==> config.mk <==
export PLATFORM = sky130hd
export DESIGN_NAME = ofu_top
export DESIGN_NICKNAME = d
export VERILOG_FILES = /design/src/inc/ofu_pkg.sv /design/src/ofu_top.sv /design/src/ofu_fp_split.sv
export SDC_FILE = /design/constraint.sdc
export NUM_CORES = 1
export LEC_CHECK = 0
export CORE_MARGIN = 2
export CORE_UTILIZATION = 40
export DETAILED_ROUTE_END_ITERATION = 16
export DONT_BUFFER_PORTS = 1
export PLACE_DENSITY_LB_ADDON = 0.15
export SKIP_LAST_GASP = 1
export SLEW_MARGIN = 20
export SYNTH_ARGS = -nofsm -noshare
export SYNTH_HDL_FRONTEND = slang
export SYNTH_SLANG_ARGS = --single-unit
==> constraint.sdc <==
create_clock -name ref_clk -period 2.4 [get_ports ref_clk]
set_input_delay 0.12 -clock ref_clk [delete_from_list [all_inputs] [get_ports ref_clk]]
set_output_delay 0.12 -clock ref_clk [all_outputs]
set_load 0.03 [all_outputs]
==> src/inc/ofu_pkg.sv <==
package ofu_pkg;

    // Word geometry, bit 0 is the most significant position
    localparam int WORD_W    = 32;
    localparam int DWORD_W   = 64;
    localparam int HALF_W    = 16;
    localparam int BYTE_W    = 8;
    localparam int LANE_SEL_W = 2;

    // Floating point field layout (operand bit numbers)
    localparam int FP_SIGN_POS  = 0;
    localparam int FP_EXP_POS   = 1;
    localparam int FP_EXP_W     = 7;
    localparam int FP_FRAC_POS  = 8;
    localparam int FP_SFRAC_W   = 24;
    localparam int FP_LFRAC_W   = 56;
    localparam int FP_DIGIT_W   = 4;
    localparam int FP_SCALE_W   = 9;

    // Excess-64 bias: flipping the top exponent bit removes it
    localparam logic [FP_EXP_W-1:0] FP_EXP_BIAS = 7'h40;

    // Values after reset
    localparam logic [0:WORD_W-1]     RST_WORD  = 32'h0000_0000;
    localparam logic [0:DWORD_W-1]    RST_DWORD = 64'h0000_0000_0000_0000;
    localparam logic [0:FP_EXP_W-1]   RST_EXP   = 7'h00;
    localparam logic [0:FP_LFRAC_W-1] RST_FRAC  = 56'h00_0000_0000_0000;
    localparam logic [FP_SCALE_W-1:0] RST_SCALE = 9'h000;

    // Latency from request to result, in ref_clk cycles
    localparam int RESULT_LAT = 1;

    // Operand kinds
    typedef enum logic [2:0]
    {
        OFU_OP_WORD    = 3'h0,
        OFU_OP_HALF    = 3'h1,
        OFU_OP_BYTE    = 3'h2,
        OFU_OP_DWORD   = 3'h3,
        OFU_OP_FP_SHRT = 3'h4,
        OFU_OP_FP_LONG = 3'h5
    } ofu_op_t;

endpackage

==> src/ofu_top.sv <==
`timescale 1ns/1ps

// Behaviour
// - Words are 32 bits, bit 0 most significant, bit 31 least.
// - Word bit 0 is sign, bits 1-31 magnitude, negatives two's complement.
// - Doubleword joins even word n and word n+1 into 64 bits.
// - Upper halfword is bits 0-15, lower halfword bits 16-31.
// - Selected halfword is signed; its sign fills the upper 16 bits.
// - Bytes 0..3 occupy bits 0-7, 8-15, 16-23, 24-31.
// - Each byte is selectable and zero-extended as an unsigned value.
// - Short float: 1-bit sign, 7-bit biased exponent, 24-bit fraction.
// - Long float is 64 bits with a 56-bit fraction.
// - Each exponent step scales the fraction by sixteen.
// - Binary point sits left of the fraction, between bits 7 and 8.
// - Positive operands use an excess-64 exponent.
// - Negative fractions use the one's complement exponent field.
// - Normalized means the leading fraction hex digit is nonzero.

module ofu_top
    import ofu_pkg::*;
(
    input  wire logic                    ref_clk,
    input  wire logic                    rst_n,
    input  wire logic                    clk_en,
    input  wire logic                    req_valid,
    input  wire ofu_op_t                 req_op,
    input  wire logic [LANE_SEL_W-1:0]   req_lane,
    input  wire logic                    req_addr_odd,
    input  wire logic [0:WORD_W-1]       mem_word_n,
    input  wire logic [0:WORD_W-1]       mem_word_n1,
    output logic                         res_valid,
    output logic [0:WORD_W-1]            res_word,
    output logic [0:DWORD_W-1]           res_dword,
    output logic                         res_align_err,
    output logic                         fp_sign,
    output logic [0:FP_EXP_W-1]          fp_exp,
    output logic [0:FP_LFRAC_W-1]        fp_frac,
    output logic                         fp_normalized,
    output logic signed [FP_SCALE_W-1:0] fp_scale_bits
);

    ////////////////////////////////////////////////////////////////////////////
    // Lane helpers

    // Halfword lane pick with sign fill, reused for both lanes
    function automatic logic [0:WORD_W-1] half_ext(input logic [0:WORD_W-1] w,
                                                   input logic lower);
        logic [0:HALF_W-1] h;
        h = lower ? w[HALF_W +: HALF_W] : w[0 +: HALF_W];
        half_ext = {{HALF_W{h[0]}}, h};
    endfunction

    // Byte lane pick, always zero filled
    function automatic logic [0:WORD_W-1] byte_ext(input logic [0:WORD_W-1] w,
                                                   input logic [LANE_SEL_W-1:0] k);
        byte_ext = {{(WORD_W-BYTE_W){1'b0}}, w[k*BYTE_W +: BYTE_W]};
    endfunction

    ////////////////////////////////////////////////////////////////////////////
    // Combinational selection

    logic [0:WORD_W-1]          word_next;
    logic [0:DWORD_W-1]         dword_next;
    logic                       pair_needed;
    logic                       fp_long;
    logic [0:DWORD_W-1]         fp_operand;
    logic                       split_sign;
    logic [0:FP_EXP_W-1]        split_exp;
    logic [0:FP_LFRAC_W-1]      split_frac;
    logic                       split_norm;
    logic signed [FP_SCALE_W-1:0] split_scale;
    logic                       take;

    assign take        = clk_en && req_valid;
    // Pairs must start on an even word, otherwise the pair is not formed
    assign pair_needed = (req_op == OFU_OP_DWORD) || (req_op == OFU_OP_FP_LONG);
    assign fp_long     = (req_op == OFU_OP_FP_LONG);
    // Word n always lands in bits 0-31, word n+1 in bits 32-63
    assign dword_next  = {mem_word_n, mem_word_n1};
    assign fp_operand  = fp_long ? dword_next : {mem_word_n, RST_WORD};

    // Single-word result by operand kind
    always_comb
    begin
        case (req_op)
            OFU_OP_WORD:  word_next = mem_word_n;
            OFU_OP_HALF:  word_next = half_ext(mem_word_n, req_lane[0]);
            OFU_OP_BYTE:  word_next = byte_ext(mem_word_n, req_lane);
            default:      word_next = mem_word_n;
        endcase
    end

    // Float field splitter, shared by short and long operands
    ofu_fp_split ofu_fp_split_i
    (
        .operand    (fp_operand),
        .is_long    (fp_long),
        .sign       (split_sign),
        .exp_field  (split_exp),
        .frac       (split_frac),
        .normalized (split_norm),
        .scale_bits (split_scale)
    );

    ////////////////////////////////////////////////////////////////////////////
    // Result registers

    // Valid pulse one cycle after an accepted request
    always_ff @(posedge ref_clk)
    begin
        if (!rst_n && clk_en)  // Reset too waits for an enabled edge
            res_valid <= 1'b0;
        else if (clk_en)
            res_valid <= req_valid;
    end

    // Alignment error travels with the result
    always_ff @(posedge ref_clk)
    begin
        if (!rst_n && clk_en)
            res_align_err <= 1'b0;
        else if (clk_en)
            res_align_err <= req_valid && pair_needed && req_addr_odd;
    end

    // Integer results; an odd pair start leaves the doubleword untouched
    always_ff @(posedge ref_clk)
    begin
        if (!rst_n && clk_en)
        begin
            res_word  <= RST_WORD;
            res_dword <= RST_DWORD;
        end
        else if (take)
        begin
            res_word <= word_next;
            if (!(pair_needed && req_addr_odd))
                res_dword <= dword_next;
        end
    end

    // Float fields held until the next short or even-address long float request
    always_ff @(posedge ref_clk)
    begin
        if (!rst_n && clk_en)
        begin
            fp_sign       <= 1'b0;
            fp_exp        <= RST_EXP;
            fp_frac       <= RST_FRAC;
            fp_normalized <= 1'b0;
            fp_scale_bits <= RST_SCALE;
        end
        else if (take && ((req_op == OFU_OP_FP_SHRT) ||
                          (fp_long && !req_addr_odd)))
        begin
            fp_sign       <= split_sign;
            fp_exp        <= split_exp;
            fp_frac       <= split_frac;
            fp_normalized <= split_norm;
            fp_scale_bits <= split_scale;
        end
    end
endmodule // ofu_top

==> src/ofu_fp_split.sv <==
`timescale 1ns/1ps

module ofu_fp_split
    import ofu_pkg::*;
(
    input  wire logic [0:DWORD_W-1]    operand,
    input  wire logic                  is_long,
    output logic                       sign,
    output logic [0:FP_EXP_W-1]        exp_field,
    output logic [0:FP_LFRAC_W-1]      frac,
    output logic                       normalized,
    output logic signed [FP_SCALE_W-1:0] scale_bits
);

    logic [FP_EXP_W-1:0] pos_exp;
    logic [FP_EXP_W-1:0] true_exp;

    // Leading hex digit test, shared shape for both widths
    function automatic logic lead_digit_set(input logic [0:FP_LFRAC_W-1] f);
        lead_digit_set = |f[0:FP_DIGIT_W-1];
    endfunction

    // Field split; short fraction sits left-aligned, low digits zero
    always_comb
    begin
        sign      = operand[FP_SIGN_POS];
        exp_field = operand[FP_EXP_POS +: FP_EXP_W];
        if (is_long)
            frac = operand[FP_FRAC_POS +: FP_LFRAC_W];
        else
            frac = {operand[FP_FRAC_POS +: FP_SFRAC_W],
                    {(FP_LFRAC_W-FP_SFRAC_W){1'b0}}};
    end

    // Negative fractions carry the one's complement exponent
    assign pos_exp    = sign ? ~exp_field : exp_field;
    // Excess-64 to two's complement is a flip of the top bit
    assign true_exp   = pos_exp ^ FP_EXP_BIAS;
    // One exponent step moves the binary point four places
    assign scale_bits = {true_exp[FP_EXP_W-1], true_exp, 1'b0} <<< 1;
    assign normalized = lead_digit_set(frac);

endmodule // ofu_fp_split

==> results.sh <==
export IMPL_outcome="completed"
export IMPL_fin_setup_tns_ns=0
export IMPL_gp_congestion=0.796
export IMPL_min_period_over_period_pct=57.0
export IMPL_drtIter0Drc=493
export IMPL_crit_required_ns=2.76
export IMPL_grt_ovfl_total=0
export IMPL_cp_top_family="buffers and inverters"
export IMPL_timing_slew_headroom_pct=38.2
export IMPL_die_w_um=133
export IMPL_synth_top_area_share_pct=51.3
export IMPL_rsz0062_at_grt="false"
export IMPL_synthTopCellsByArea="dfxtp_1, nand2_1, a21oi_1"
export IMPL_root_buffer="clkbuf_16"
export IMPL_power_density_nw_per_um2=898
export IMPL_drv_cap=0
export IMPL_ant_nets=0
export IMPL_num_rows=47
export IMPL_path_cells="inv_1, o22ai_1, dlygate4sd3_1"
export IMPL_seq_area_frac_synth_pct=51.3
export IMPL_synthMostInstantiatedCell="nand2_1"
export IMPL_grt_pass1_vias=5601
export IMPL_drive_above_1_share_pct=6.98
export IMPL_h_tree_depth=4
export IMPL_coreArea_um2=16400
export IMPL_insertion_delay_ns=0.42
export IMPL_yosysWarnings=0
export IMPL_synth_distinct_cells=35
export IMPL_port_buffers=0
export IMPL_finalWirelength_um=22900
export IMPL_max_stage_delay_ns=0.56
export IMPL_ctsResizeCount=0
export IMPL_cp_start_kind="flop"
export IMPL_clock_sinks=170
export IMPL_syn_inst=801
export IMPL_detail_route_vias_per_cell=5.53
export IMPL_synth_top_area_cell="dfxtp_1"
export IMPL_fin_nets=907
export IMPL_clock_path_buffers=2
export IMPL_cts_setup_buffers=0
export IMPL_fin_ws_ns=1.03
export IMPL_die_h_um=133
export IMPL_grt_pass1_wl_um=33900
export IMPL_cp_end_kind="flop"
export IMPL_arrival_ns=1.73
export IMPL_dr_total_vias=5908
export IMPL_drcViolationCount=0
export IMPL_drt_pass1_iterations=5
export IMPL_hold_viol_final=0
export IMPL_dp_cells=965
export IMPL_avgSynthCellArea_um2=8.29
export IMPL_crit_type="flop to flop"
export IMPL_wl_per_cell_um=21.4
export IMPL_post_place_ws_ns=0.921
export IMPL_cts_tree="built"
export IMPL_crit_fanout=2
export IMPL_dp_hpwl_um=14300
export IMPL_io_pins=246
export IMPL_path_clk_slew_ns=0.06
export IMPL_async_flop_share_pct=0
export IMPL_fin_util_pct=48.8
export IMPL_synth_seq_cells=170
export IMPL_fmax_ghz=0.731
export IMPL_cts_buffers=17
export IMPL_fin_skew_ns=0
export IMPL_die_area_um2=17600
export IMPL_stdcell_count=1068
export IMPL_setup_violations=0
export IMPL_start_util_pct=40.5
export IMPL_synthToLayoutAreaGrowth_pct=20.5
export IMPL_critical_path_buf_inv_count=2
export IMPL_layout_min_cycle_time_ns=1.37
export IMPL_antenna_found_initial=2
export IMPL_slowest_stage="dlygate4sd3_1"
export IMPL_hp_class="input port to flop"
export IMPL_peakVddDrop_mv=0.490
export IMPL_hold_buffers=69
export IMPL_syn_cell_area_um2=6640
export IMPL_slew_violations=0
export IMPL_synth_edf_count=0
export IMPL_ys_flop_type="dfxtp_1"
export IMPL_netlist_top_cells_count="nand2_1, dfxtp_1, a21oi_1"
export IMPL_grt_max_degree=93
export IMPL_p_leak_uw=0.00291
export IMPL_grt_use_total_pct=25.4
export IMPL_worst_pin_slew_ns=0.924
## layer usage
metal	up-vias	global-route usage, %	share of wire, %
li1	2784	-	-
met1	2805	29.1	39
met2	288	41.3	48
met3	31	11.0	11
met4	0	10.8	2.4
met5	-	0.833	0
## cell usage in the layout, fill, tap and decap left out, types with 2 or more instances in the layout
master / netlist / final
nand2_1: 237 / 237
dfxtp_1: 170 / 170
a21oi_1: 169 / 169
dlygate4sd3_1: 0 / 68
nand3_1: 34 / 34
o21ai_0: 33 / 33
nor2_1: 24 / 24
clkbuf_16: 0 / 17
buf_4: 18 / 9
mux4_2: 8 / 8
a221oi_1: 8 / 8
xnor2_1: 7 / 7
nor4b_1: 7 / 7
a2bb2oi_1: 7 / 7
a211oi_1: 6 / 6
bufinv_16: 0 / 4
buf_12: 0 / 4
diode_2: 0 / 3
clkinv_2: 0 / 3
clkinv_4: 0 / 3
nand2b_1: 2 / 2
inv_1: 2 / 2
conb_1: 1 / 2
clkbuf_1: 28 / 2
## cell type report
type                    instances  area [µm²]
fillers                      1548        8410
repair buffers                 81         828
diodes                          3        7.51
well taps                     220         275
clock inverters                11         170
multi-input cells             560        2860
flip-flops and latches        170        3400
clock buffers                  20         447
inverters                       3        11.3
## cells by family (layout without fill, tap and decap cells)
logic type / after synthesis / in the layout / synth area share [%]
flops: 170 / 170 / 51.3
buf+inv: 72 / 115 / 5.90
other cells: 1 / 5 / 0.0565
simple gates: 311 / 311 / 19.5
xor+xnor: 9 / 9 / 1.30
compound gates: 229 / 229 / 19.1
mux: 9 / 9 / 2.86
## power breakdown
part / leakage, µW / total [µW] / switching (µW) / internal, µW
registers: 0.00140 / 3660 / 612 / 3050
logic: 0.00121 / 642 / 364 / 277
clock network: 0.000304 / 2880 / 1110 / 1770
total: 0.00291 / 7180 / 2090 / 5090
## state kept, by name, summed over array words and instances (netlist names)
register and flops:
res_dword 64, fp_normalized 1, res_valid 1, fp_frac 56, fp_scale_bits 7, res_word 32
fp_exp 7, fp_sign 1, res_align_err 1
## stage by stage
stage,hold slack [ns],total power [µW],cell area [µm²]
detailed placement,0.229,4200,6680
CTS,0.0277,7230,7990
floorplan,0.224,4090,6640
global route,0.0318,7430,8000
global placement,0.226,4180,6680
finish,0.0446,7180,8000
## final timing paths
check | slack [ns] | cells after the start | from | to
max | 1.03 | 3 | res_align_err | res_align_err
min | 0.04 | 3 | mem_word_n[17] | res_word[17]
max reg2reg | 1.03 | 3 | res_align_err | res_align_err
min reg2reg | 0.60 | 2 | fp_frac[48] | fp_frac[48]
## worst min-delay path, stage by stage
cell	delay, ns
a21oi_1	0.04
a2bb2oi_1	0.13
a21oi_1	0.14
(Power assumes the default switching activity.)
